## src/logic/ealu_pkg.sv

```systemverilog
// Shared constants, operation codes and carrier structs of the arithmetic and logic datapath.
package ealu_pkg;

  // Byte, I/O address and bit-select widths of the datapath.
  localparam int unsigned BYTE_W = 8;
  localparam int unsigned IO_ADDR_W = 6;
  localparam int unsigned BIT_SEL_W = 3;

  // Status register bit positions; the two top bits belong to the core and stay zero here.
  localparam int unsigned FLG_C = 0;
  localparam int unsigned FLG_Z = 1;
  localparam int unsigned FLG_N = 2;
  localparam int unsigned FLG_V = 3;
  localparam int unsigned FLG_S = 4;
  localparam int unsigned FLG_H = 5;

  // Reset values, and the all-ones byte used to invert the clear mask.
  localparam logic [7:0] SREG_RST = 8'h00;
  localparam logic [7:0] PFLAG_RST = 8'h00;
  localparam logic [7:0] ALL_ONES = 8'hFF;

  // Address window of the bit-accessible I/O registers.
  localparam logic [5:0] IO_BIT_LO = 6'h00;
  localparam logic [5:0] IO_BIT_HI = 6'h1F;

  // Address of the write-one-to-clear peripheral flag register held in this block.
  localparam logic [5:0] PFLAG_ADDR = 6'h08;

  // Cycle counts of the operations at the 200 MHz core clock.
  localparam int unsigned BYTE_CYCLES = 1;
  localparam int unsigned WORD_CYCLES = 2;

  // Operation codes issued by the instruction decoder.
  typedef enum logic [3:0] {
    OP_ADD = 4'h0,
    OP_ADD_CARRY = 4'h1,
    OP_SUB = 4'h2,
    OP_DIFFERENCE_BORROW = 4'h3,
    OP_MINUS_CONSTANT = 4'h4,
    OP_MINUS_CONSTANT_BORROW = 4'h5,
    OP_WORD_PLUS_IMMEDIATE = 4'h6,
    OP_WORD_MINUS_IMMEDIATE = 4'h7,
    OP_CONJUNCTION_CONST = 4'h8,
    OP_DISJUNCTION_CONST = 4'h9,
    OP_SET_MASK_BITS = 4'hA,
    OP_CLEAR_MASK_BITS = 4'hB,
    OP_IO_BIT_SET = 4'hC,
    OP_IO_BIT_CLEAR = 4'hD,
    OP_SKIP_IO_BIT_HIGH = 4'hE,
    OP_SKIP_IO_BIT_LOW = 4'hF
  } ealu_op_e;

  // Request from the decoder and register file.
  typedef struct packed {
    logic valid;
    ealu_op_e op;
    logic [7:0] dst;
    logic [7:0] source_reg;
    logic [7:0] pair_hi;
    logic [5:0] io_addr;
    logic [2:0] bit_sel;
    logic [7:0] io_rdata;
  } ealu_req_s;

  // Result written back to the register file.
  typedef struct packed {
    logic valid;
    logic pair;
    logic [7:0] lo;
    logic [7:0] hi;
  } ealu_res_s;

  // Single-bit I/O access towards the peripherals.
  typedef struct packed {
    logic wr;
    logic [5:0] addr;
    logic [7:0] data;
    logic [7:0] mask;
    logic skip;
    logic err;
  } ealu_io_s;

endpackage : ealu_pkg

```

## src/logic/ealu_byte_adder.sv

```systemverilog
// Combinational 8-bit adder and subtractor with carry, half-carry and overflow outputs.
`timescale 1ns/100ps
module ealu_byte_adder (
  input wire logic [7:0] i_a,
  input wire logic [7:0] i_b,
  input wire logic i_cin,
  input wire logic i_sub,
  output logic [7:0] o_sum,
  output logic o_carry,
  output logic o_half,
  output logic o_ovf
);

  // Subtraction adds the inverted operand; the borrow enters as an inverted carry.
  wire logic [7:0] b_eff = i_sub ? ~i_b : i_b;
  wire logic c_eff = i_sub ? ~i_cin : i_cin;

  // Nine-bit sum keeps the carry out of bit 7; the nibble sum gives the half carry.
  wire logic [8:0] full_sum = {1'b0, i_a} + {1'b0, b_eff} + {8'h00, c_eff};
  wire logic [4:0] nib_sum = {1'b0, i_a[3:0]} + {1'b0, b_eff[3:0]} + {4'h0, c_eff};

  assign o_sum = full_sum[7:0];
  // A subtract reports borrow, which is the inverse of the raw carry.
  assign o_carry = i_sub ? ~full_sum[8] : full_sum[8];
  assign o_half = i_sub ? ~nib_sum[4] : nib_sum[4];
  // Two's complement overflow: operands of like sign giving a result of the other sign.
  assign o_ovf = (i_a[7] == b_eff[7]) && (full_sum[7] != i_a[7]);

endmodule : ealu_byte_adder

```

## src/logic/ealu_io_bit.sv

```systemverilog
// Combinational single-bit I/O access decoder for set, clear and test of low I/O registers.
`timescale 1ns/100ps
module ealu_io_bit (
  input wire logic [5:0] i_addr,
  input wire logic [2:0] i_bit_sel,
  input wire logic [7:0] i_rdata,
  input wire logic i_set,
  input wire logic i_clear,
  input wire logic i_test_high,
  input wire logic i_test_low,
  output logic o_in_range,
  output logic o_wr,
  output logic [7:0] o_data,
  output logic [7:0] o_mask,
  output logic o_skip
);

  // One-hot lane of the addressed bit.
  wire logic [7:0] lane = 8'h01 << i_bit_sel;

  // Only the low window is bit addressable; anything above is refused.
  assign o_in_range = (i_addr >= ealu_pkg::IO_BIT_LO) && (i_addr <= ealu_pkg::IO_BIT_HI);

  // The write touches the addressed lane only and carries zero elsewhere, so that
  // write-one-to-clear flags sharing the register are never hit by accident.
  assign o_wr = o_in_range && (i_set || i_clear);
  assign o_mask = o_wr ? lane : 8'h00;
  assign o_data = (o_in_range && i_set) ? lane : 8'h00;

  // Skip decisions read the addressed bit of the current register value.
  assign o_skip = o_in_range && ((i_test_high && |(i_rdata & lane)) || (i_test_low && ~|(i_rdata & lane)));

endmodule : ealu_io_bit

```

## src/logic/ealu_core.sv

```systemverilog
// Top of the 8-bit arithmetic and logic datapath with status flags and I/O bit access.
//
// Behaviour
// - Register add, optional carry, one cycle, ZCNVH.
// - Word plus immediate on pair, two cycles, ZCNVS.
// - Register subtract, optional borrow, one cycle, ZCNVH.
// - Subtract constant from register, one cycle, ZCNVH.
// - Subtract constant and carry, update ZCNVH.
// - Word minus immediate on pair, two cycles, ZCNVS.
// - AND with constant, flags Z N V only.
// - OR with constant, flags Z N V only.
// - Set mask bits is OR, Z N V.
// - Clear mask bits ANDs inverted mask, Z N V.
// - Bit set, clear, skip only for 0x00-0x1F.
// - Bit writes touch addressed bit, zero elsewhere.
// - Peripheral flags clear on written one only.
`timescale 1ns/100ps
module ealu_core (
  input wire logic i_ref_clk,
  input wire logic i_nrst,
  input wire ealu_pkg::ealu_req_s i_req,
  input wire logic [7:0] i_periph_evt,
  output ealu_pkg::ealu_res_s o_res,
  output ealu_pkg::ealu_io_s o_io,
  output logic [7:0] o_sreg,
  output logic [7:0] o_periph_flags,
  output logic o_busy
);

  ////////////////////////////////////////////////////////////////////////////////
  // Sequencer states and operation classes.
  ////////////////////////////////////////////////////////////////////////////////

  // The word operations need a second cycle for the high byte; all others finish in one.
  typedef enum logic [1:0] {
    ST_IDLE = 2'b01,
    ST_WORD_HI = 2'b10
  } ealu_state_e;

  ealu_state_e state_r;
  ealu_state_e state_nxt;

  // A request is taken only while the sequencer is idle.
  wire logic take = i_req.valid && (state_r == ST_IDLE);
  wire ealu_pkg::ealu_op_e op = i_req.op;

  // Operation class decode.
  wire logic op_add = (op == ealu_pkg::OP_ADD) || (op == ealu_pkg::OP_ADD_CARRY);
  wire logic op_sub_byte = (op == ealu_pkg::OP_SUB) || (op == ealu_pkg::OP_DIFFERENCE_BORROW)
    || (op == ealu_pkg::OP_MINUS_CONSTANT) || (op == ealu_pkg::OP_MINUS_CONSTANT_BORROW);
  wire logic op_use_c = (op == ealu_pkg::OP_ADD_CARRY) || (op == ealu_pkg::OP_DIFFERENCE_BORROW)
    || (op == ealu_pkg::OP_MINUS_CONSTANT_BORROW);
  wire logic op_word = (op == ealu_pkg::OP_WORD_PLUS_IMMEDIATE) || (op == ealu_pkg::OP_WORD_MINUS_IMMEDIATE);
  wire logic op_word_sub = (op == ealu_pkg::OP_WORD_MINUS_IMMEDIATE);
  wire logic op_and = (op == ealu_pkg::OP_CONJUNCTION_CONST) || (op == ealu_pkg::OP_CLEAR_MASK_BITS);
  wire logic op_or = (op == ealu_pkg::OP_DISJUNCTION_CONST) || (op == ealu_pkg::OP_SET_MASK_BITS);
  wire logic op_logic = op_and || op_or;
  wire logic op_io_set = (op == ealu_pkg::OP_IO_BIT_SET);
  wire logic op_io_clr = (op == ealu_pkg::OP_IO_BIT_CLEAR);
  wire logic op_io_hi = (op == ealu_pkg::OP_SKIP_IO_BIT_HIGH);
  wire logic op_io_lo = (op == ealu_pkg::OP_SKIP_IO_BIT_LOW);
  wire logic op_io = op_io_set || op_io_clr || op_io_hi || op_io_lo;

  ////////////////////////////////////////////////////////////////////////////////
  // Registers.
  ////////////////////////////////////////////////////////////////////////////////

  // Status register; bits 7 and 6 are owned elsewhere in the core and read zero.
  logic [7:0] sreg_r;
  logic [7:0] sreg_nxt;
  // Word operation context held across the two cycles.
  logic [7:0] word_hi_r;
  logic [7:0] word_lo_r;
  logic word_sub_r;
  logic word_carry_r;
  // Write-one-to-clear peripheral flags.
  logic [7:0] pflag_r;
  logic [7:0] pflag_nxt;
  // Registered outputs.
  ealu_pkg::ealu_res_s res_r;
  ealu_pkg::ealu_res_s res_nxt;
  ealu_pkg::ealu_io_s io_r;
  ealu_pkg::ealu_io_s io_nxt;

  // Flag helpers used for the byte and word results.
  function automatic logic is_zero(input logic [7:0] v);
    is_zero = (v == 8'h00);
  endfunction : is_zero

  ////////////////////////////////////////////////////////////////////////////////
  // Arithmetic unit, shared by the byte add and subtract operations and both halves of word operations.
  ////////////////////////////////////////////////////////////////////////////////

  // In the second word cycle the adder works on the high byte with a zero operand and
  // the carry or borrow left by the low byte; this gives the word's C and V directly.
  wire logic in_word_hi = (state_r == ST_WORD_HI);
  wire logic [7:0] add_a = in_word_hi ? word_hi_r : i_req.dst;
  wire logic [7:0] add_b = in_word_hi ? 8'h00 : i_req.source_reg;
  wire logic add_sub = in_word_hi ? word_sub_r : (op_sub_byte || op_word_sub);
  wire logic add_cin = in_word_hi ? word_carry_r : (op_use_c && sreg_r[ealu_pkg::FLG_C]);

  logic [7:0] add_sum;
  logic add_carry;
  logic add_half;
  logic add_ovf;

  ealu_byte_adder u_adder (
    .i_a(add_a),
    .i_b(add_b),
    .i_cin(add_cin),
    .i_sub(add_sub),
    .o_sum(add_sum),
    .o_carry(add_carry),
    .o_half(add_half),
    .o_ovf(add_ovf)
  );

  ////////////////////////////////////////////////////////////////////////////////
  // Logic unit.
  ////////////////////////////////////////////////////////////////////////////////

  // Clear-mask uses the inverted constant; conjunction uses it as given.
  wire logic [7:0] and_mask = (op == ealu_pkg::OP_CLEAR_MASK_BITS)
    ? (ealu_pkg::ALL_ONES - i_req.source_reg) : i_req.source_reg;
  wire logic [7:0] and_res = i_req.dst & and_mask;
  wire logic [7:0] or_res = i_req.dst | i_req.source_reg;
  wire logic [7:0] logic_res = op_and ? and_res : or_res;

  ////////////////////////////////////////////////////////////////////////////////
  // I/O bit unit.
  ////////////////////////////////////////////////////////////////////////////////

  logic io_in_range;
  logic io_wr;
  logic [7:0] io_data;
  logic [7:0] io_mask;
  logic io_skip;

  ealu_io_bit u_io_bit (
    .i_addr(i_req.io_addr),
    .i_bit_sel(i_req.bit_sel),
    .i_rdata(i_req.io_rdata),
    .i_set(take && op_io_set),
    .i_clear(take && op_io_clr),
    .i_test_high(take && op_io_hi),
    .i_test_low(take && op_io_lo),
    .o_in_range(io_in_range),
    .o_wr(io_wr),
    .o_data(io_data),
    .o_mask(io_mask),
    .o_skip(io_skip)
  );

  // Bit access to the local flag register: set lands on a flag, which writes a one and
  // therefore clears it; clear carries zero and leaves it alone.
  wire logic pflag_hit = io_wr && (i_req.io_addr == ealu_pkg::PFLAG_ADDR);
  wire logic [7:0] pflag_clr = pflag_hit ? (io_data & io_mask) : 8'h00;

  ////////////////////////////////////////////////////////////////////////////////
  // Next-state and result selection.
  ////////////////////////////////////////////////////////////////////////////////

  // The sequencer only leaves idle for the word operations.
  always_comb
  begin
    case (state_r)
      ST_IDLE:
      begin
        state_nxt = (take && op_word) ? ST_WORD_HI : ST_IDLE;
      end
      ST_WORD_HI:
      begin
        state_nxt = ST_IDLE;
      end
      default:
      begin
        state_nxt = ST_IDLE;
      end
    endcase
  end

  // Flags and result for each class; unlisted flags keep their value.
  always_comb
  begin
    sreg_nxt = sreg_r;
    res_nxt = '0;
    if (in_word_hi)
    begin
      // High byte of a word: Z spans both bytes, S is N xor V.
      res_nxt.valid = 1'b1;
      res_nxt.pair = 1'b1;
      res_nxt.lo = word_lo_r;
      res_nxt.hi = add_sum;
      sreg_nxt[ealu_pkg::FLG_Z] = is_zero(add_sum) && is_zero(word_lo_r);
      sreg_nxt[ealu_pkg::FLG_C] = add_carry;
      sreg_nxt[ealu_pkg::FLG_N] = add_sum[7];
      sreg_nxt[ealu_pkg::FLG_V] = add_ovf;
      sreg_nxt[ealu_pkg::FLG_S] = add_sum[7] ^ add_ovf;
    end
    else if (take && (op_add || op_sub_byte))
    begin
      // Byte add and subtract complete in this cycle with Z C N V H.
      res_nxt.valid = 1'b1;
      res_nxt.lo = add_sum;
      sreg_nxt[ealu_pkg::FLG_Z] = is_zero(add_sum);
      sreg_nxt[ealu_pkg::FLG_C] = add_carry;
      sreg_nxt[ealu_pkg::FLG_N] = add_sum[7];
      sreg_nxt[ealu_pkg::FLG_V] = add_ovf;
      sreg_nxt[ealu_pkg::FLG_H] = add_half;
    end
    else if (take && op_logic)
    begin
      // Logic results clear V and touch only Z N V.
      res_nxt.valid = 1'b1;
      res_nxt.lo = logic_res;
      sreg_nxt[ealu_pkg::FLG_Z] = is_zero(logic_res);
      sreg_nxt[ealu_pkg::FLG_N] = logic_res[7];
      sreg_nxt[ealu_pkg::FLG_V] = 1'b0;
    end
    else
    begin
      // First cycle of a word operation and I/O accesses leave the flags alone.
      sreg_nxt = sreg_r;
    end
  end

  // I/O access out; addresses above the window are refused with an error pulse.
  always_comb
  begin
    io_nxt = '0;
    io_nxt.wr = io_wr;
    io_nxt.addr = i_req.io_addr;
    io_nxt.data = io_data;
    io_nxt.mask = io_mask;
    io_nxt.skip = io_skip;
    io_nxt.err = take && op_io && !io_in_range;
  end

  // New events win over a clear in the same cycle, so no event is lost.
  assign pflag_nxt = (pflag_r & ~pflag_clr) | i_periph_evt;

  ////////////////////////////////////////////////////////////////////////////////
  // Clocked state.
  ////////////////////////////////////////////////////////////////////////////////

  // Sequencer, flags and registered outputs.
  always_ff @(posedge i_ref_clk or negedge i_nrst)
  begin
    if (!i_nrst)
    begin
      state_r <= ST_IDLE;
      sreg_r <= ealu_pkg::SREG_RST;
      pflag_r <= ealu_pkg::PFLAG_RST;
      res_r <= '0;
      io_r <= '0;
    end
    else
    begin
      state_r <= state_nxt;
      sreg_r <= sreg_nxt;
      pflag_r <= pflag_nxt;
      res_r <= res_nxt;
      io_r <= io_nxt;
    end
  end

  // Low byte of a word operation; the immediate adds to or subtracts from the low byte.
  always_ff @(posedge i_ref_clk or negedge i_nrst)
  begin
    if (!i_nrst)
    begin
      word_hi_r <= 8'h00;
      word_lo_r <= 8'h00;
      word_sub_r <= 1'b0;
      word_carry_r <= 1'b0;
    end
    else if (take && op_word)
    begin
      word_hi_r <= i_req.pair_hi;
      word_lo_r <= add_sum;
      word_sub_r <= op_word_sub;
      word_carry_r <= add_carry;
    end
  end

  ////////////////////////////////////////////////////////////////////////////////
  // Outputs, all straight from flip-flops.
  ////////////////////////////////////////////////////////////////////////////////

  assign o_res = res_r;
  assign o_io = io_r;
  assign o_sreg = sreg_r;
  assign o_periph_flags = pflag_r;
  // Busy covers the high-byte cycle, during which a new request is not taken.
  assign o_busy = state_r[1];

endmodule : ealu_core

```

## config.mk

```make
export PLATFORM = sky130hd
export DESIGN_NAME = ealu_core
export DESIGN_NICKNAME = d
export VERILOG_FILES = /design/src/logic/ealu_pkg.sv /design/src/logic/ealu_byte_adder.sv /design/src/logic/ealu_io_bit.sv /design/src/logic/ealu_core.sv
export SDC_FILE = /design/constraint.sdc
export NUM_CORES = 1
export LEC_CHECK = 0
export ABC_AREA = 0
export BUFFER_PORTS_ARGS = -buffer_cell sky130_fd_sc_hd__buf_2
export CAP_MARGIN = 15
export CELL_PAD_IN_SITES_DETAIL_PLACEMENT = 0
export CELL_PAD_IN_SITES_GLOBAL_PLACEMENT = 2
export CORE_MARGIN = 5
export CORE_UTILIZATION = 33
export CTS_CLUSTER_DIAMETER = 50
export CTS_CLUSTER_SIZE = 30
export DETAILED_ROUTE_END_ITERATION = 10
export PLACE_DENSITY = 0.94
export SYNTH_ARGS = -nofsm -noshare
export SYNTH_HDL_FRONTEND = slang
export SYNTH_SLANG_ARGS = --single-unit
```

## constraint.sdc

```tcl
create_clock -name i_ref_clk -period 7.22 [get_ports i_ref_clk]
set_clock_uncertainty 0.05 [all_clocks]
set_input_delay 0.722 -clock i_ref_clk [delete_from_list [all_inputs] [get_ports i_ref_clk]]
set_output_delay 0.722 -clock i_ref_clk [all_outputs]
set_load 0.05 [all_outputs]
```

; Yosys cells after proc, flatten, opt, wreduce, memory -nomap -nowiden
; Index checks and enable logic that the tools add are counted.
[word_totals]
register_bits = 77
in_bits = 56
out_inout_bits = 60
wordCells = 134
[op_classes]
addsub = 5
order_cmp = 2
eq_ne = 20
shift = 1
n_mux = 26
n_bitwise = 13
n_reduce_logical = 47
[op_table]
columns = operator, n
row1 = $mux 8, 12
row2 = $and 8x8->8, 4
row3 = $eq 4x4->1 const B, 8
row4 = $logic_not 8->1, 3
row5 = $logic_and 1x1->1, 20
row6 = $logic_or 1x1->1, 17
row7 = $eq 4x3->1 const B, 4
row8 = $not 8->8, 2
row9 = $or 8x8->8, 2
row10 = $add 8x8->9, 1
row11 = $add 9x1->9, 1
row12 = $mux 1, 9
row13 = $eq 4x2->1 const B, 2
row14 = $mux 4, 2
row15 = $reduce_or 8->1, 1
row16 = $shl 1x3->8 const A, 1
row17 = $sub 8x8->8 const A, 1
row18 = $eq 6x4->1 const B, 1
row19 = $ge 6x1->1 const B, 1
row20 = $le 6x5->1 const B, 1
row21 = $add 4x4->5, 1
row22 = $add 5x1->5, 1
row23 = $eq 4x1->1 const B, 1
row24 = $logic_not 4->1, 1
row25 = 12 further kinds, 17

; Depth between registers and ports, before layout
[logic_depth]
ltp_word = 13
ltp_mapped = 15
depth_no_buf = 13

; Modules after synthesis
; Synthesis repeated with hierarchy kept, for this count alone.
[hier_totals]
hier_cells = 368
area_unflattened_um2 = 3821.2
[modules_own_cells]
columns = module, n_inst, cells_per_inst, area_per_inst_um2, seq_area_each_um2
row1 = ealu_core, 1, 275, 3139.3, 1928.1
row2 = ealu_byte_adder, 1, 50, 424.2, 0.0
row3 = ealu_io_bit, 1, 43, 257.7, 0.0

; Least setup slack after synthesis
; OpenSTA, ideal clock, no wires.
[synth_timing]
kind = in2reg
start = in i_req[41] in the netlist's numbering
end = reg res_r (netlist bit o_res[14])
setup_time_ns = 0.126
t_arrival_ns = 3.622
t_required_ns = 7.044
path_slack_ns = 3.422
path_stages = 14
n_path_buf = 2
cell_sequence = buf_2 nor2_1 nor3_1 buf_2 mux2_2 xnor2_1 fa_1 fa_1 a211oi_1 nor2_1 o21a_1 o31ai_1 nor2_1 a221o_1
[synth_lines]
columns = item, line_no
row1 = from (decl), ealu_core.sv:21  ; input wire ealu_pkg::ealu_req_s i_req,
row2 = to (signal assigned), ealu_core.sv:262  ; res_r <= res_nxt;
row3 = to (decl), ealu_core.sv:80  ; ealu_pkg::ealu_res_s res_r;

==> metrics.cfg <==
[run_status]
outcome = finished, final reports clean

[critical_path]
crit_family = compound AO/OA/AOI/OAI gates
path_buf_inv = 2
slowest_stage = sky130_fd_sc_hd__dfstp_2
critPathCapture = o_res[14]
crit_path_max_fanout = 27
reg_to_reg_slack_setup_ns = 3.00
worst-setup-path-type = flop to flop
critical_path.endpoint_type = flop
cp.arrival_ns = 4.38
regToRegStartpoint = state_r[0]
rr_endpoint = o_res[14]
worstSetupPathDepth = 14
path_cells = nand2b_1 -> buf_4 -> inv_1 -> nor2_1 -> a21oi_1 -> xnor2_1 -> fa_1 -> fa_1 -> a211oi_1 -> nor2_1 -> o21a_1 -> o31ai_1 -> nor2_1 -> a221o_1
crit_path_start = state_r[0]
ff2ff_path_depth = 14
crit_path_frequent_cell = sky130_fd_sc_hd__nor2_1
cpPeakStageDelay_ns = 0.53
worst_setup_path_start_kind = flop
worstPathRequired_ns = 7.38

[clocking]
cts_repair_resize_count = 0
cts_hold_buffers = 0
clock_tree.htree_level_count = 3
cts_tree = built
root_buffer = sky130_fd_sc_hd__clkbuf_16
cts_made_buffers = 9
cts-root-to-sink-buffers = 2
cts_setup_buffers = 0
worst_skew_pair.late_latency_ns = 0.33
clock_sink_count = 77
clk_transition_reported_paths_ns = 0.06

[detailed_routing]
vias_per_cell = 4.862
post_detailed_routing_wire_length_um = 10380
dr_total_vias = 3092
detail_route.iter0.violations = 235
remaining_drc_errors = 0
drt_pass1_iterations = 4
detail_route.wl_per_cell_um = 16.32
post_route_antenna_net_violation_count = 0

[placed_design]
gp_routability_congestion = 0.8818
place.port_buffers = 113
dpl.hpwl_um = 7992
dp_worst_setup_slack_ns = 3.031

[synth]
seq_area_frac_synth_pct = 52.06
number_of_cells_produced_by_synthesis = 385
syn_area_um2 = 3704
synthDominantAreaCellType = sky130_fd_sc_hd__dfrtp_1
synth-warning-count = 0
synth_ff_type = sky130_fd_sc_hd__dfrtp_1
syn_avg_cell_area_um2 = 9.620
synth.lib_cells_used.distinct = 51
synth-async-reset-ratio_pct = 100.0
synth.ff_latch_count = 77
synth.most_common_cell = sky130_fd_sc_hd__nand2_1
post-synth-top-area-fraction_pct = 51.35
number_of_synthesized_flops_with_an_enable_pin = 0
synth.cells.most_frequent = 83 x sky130_fd_sc_hd__nand2_1, 76 x sky130_fd_sc_hd__dfrtp_1, 46 x sky130_fd_sc_hd__nor2_1
synth_top_cells_by_area = sky130_fd_sc_hd__dfrtp_1 51%, sky130_fd_sc_hd__nand2_1 8.4%, sky130_fd_sc_hd__nor2_1 4.7%, sky130_fd_sc_hd__xnor2_1 3.1%, sky130_fd_sc_hd__a21oi_1 3.0%

[cells_and_area]
flow.area_growth_from_synthesis_pct = 27.77
nNetsFinal = 557
final.fill_count = 1074
drive_above_1_share_pct = 28.43
diodes = 0

[grt]
via_count_of_the_first_global_routing_pass = 3233
grt_remaining_overflow = 0
grt_pass1_wl_um = 16570
globalRouteTotalUtil_pct = 15.92
largest_net_degree_at_the_start_of_global_routing = 78
grt_antenna_before_repair = 0

[floorplanning]
floorplan.die_area_um2 = 13440
die_width_um = 115.9
number_of_primary_i_o_pins = 116
dieHeight_um = 115.9
placement_rows = 38
core_area_um2 = 10940
start_util_pct = 33.87

[min_path]
hold_class = flop to flop
min_from = word_hi_r[1]

[sta]
min_period_over_period_pct = 58.39
finalSetupTns_ns = 0
hold_viol = 0
fin_crit_ns = 4.216
max-slew-margin-rel_pct = 36.69
worst_slack_ns = 3.004
tightestPinTransition_ns = 0.9496
grt_setup_unrepaired = false
maxSlewViolCount = 0
achievable-frequency_mhz = 237.2
setup_viol = 0

[pwr]
vdd_drop_max_uv = 156.2
post-layout-total-power_mw = 1.327
p_leak_nw = 2.390
cellPowerDensity_nw_per_um2 = 280.5

[flow_run]
maxCapViolCount = 0

==> worst min-delay path: stages (launching register included) <==
cell                      delay [ns]
sky130_fd_sc_hd__dfrtp_1        0.34
sky130_fd_sc_hd__nand2_1        0.05
sky130_fd_sc_hd__nand2_1        0.05
==> cell type report <==
class	count	area, µm²	area share [%]
Sequential cell	77	1928	40.75
Multi-Input combinational cell	286	1675	35.40
Timing Repair Buffer	115	583.1	12.32
Clock buffer	9	225.2	4.759
Tap cell	140	175.2	3.702
Clock inverter	6	133.9	2.829
Inverter	3	11.26	0.2380
==> metal layers <==
layer  GRT usage, %  vias to the layer above  wire (µm)
met3          4.230                       12        593
met4          6.574                        0        193
met2          23.63                       88       4900
met5              0                        -          0
li1               -                     1520          -
met1          22.10                     1472       4692
==> how the worst min path moves through the flow <==
stage | to | slack [ns] | cells after the start
3_3_place_gp | word_hi_r[1] | 0.41 | 2
2_1_floorplan | o_io[0] | 0.38 | 0
5_1_grt | o_io[21] | 0.45 | 1
3_5_place_dp | word_hi_r[5] | 0.41 | 2
6_report | word_hi_r[1] | 0.43 | 2
4_1_cts | word_hi_r[1] | 0.43 | 2
==> flip-flops by register name (all words and copies together), names as in the netlist <==
signal / count
o_io: 25
o_periph_flags: 8
o_res: 18
o_sreg: 6
state_r: 2
word_carry_r: 1
word_hi_r: 8
word_lo_r: 8
word_sub_r: 1
==> cell families after synthesis <==
logic type / Yosys count / synth area share (%)
simple gates: 175 / 21.45
flops: 77 / 52.06
compound gates: 72 / 12.47
buf+inv: 23 / 2.804
xor+xnor: 20 / 4.730
fa+ha+maj: 9 / 3.446
mux: 8 / 2.939
other cells: 1 / 0.1013
==> through the flow <==
stage	instances	hold WS [ns]	area, µm²	util (%)
floorplan	386	0.3764	3707	-
detailed placement	621	0.4144	4373	39.99
global placement	621	0.4119	4373	39.99
global route	636	0.4511	4732	43.27
CTS	636	0.4307	4732	43.27
finish	636	0.4256	4732	43.27
==> power by group <==
part	switching (mW)	internal, mW
clock	0.176	0.371
combinational	0.184	0.0936
sequential	0.0279	0.474
total	0.388	0.939
==> cells in the final DEF (no fill, tap or decap), drive strengths merged, types with 6 or more instances in the layout <==
master / Yosys / layout
clkbuf: 13 / 9
and2: 6 / 6
a21oi: 22 / 22
nand2: 83 / 83
dfrtp: 76 / 76
ha: 7 / 7
o21ai: 20 / 20
xnor2: 13 / 13
nor4: 6 / 6
buf: 7 / 115
nand2b: 10 / 10
a22o: 6 / 6
nor2: 47 / 47
xor2: 7 / 7
Power figures use the tool's default switching activity.
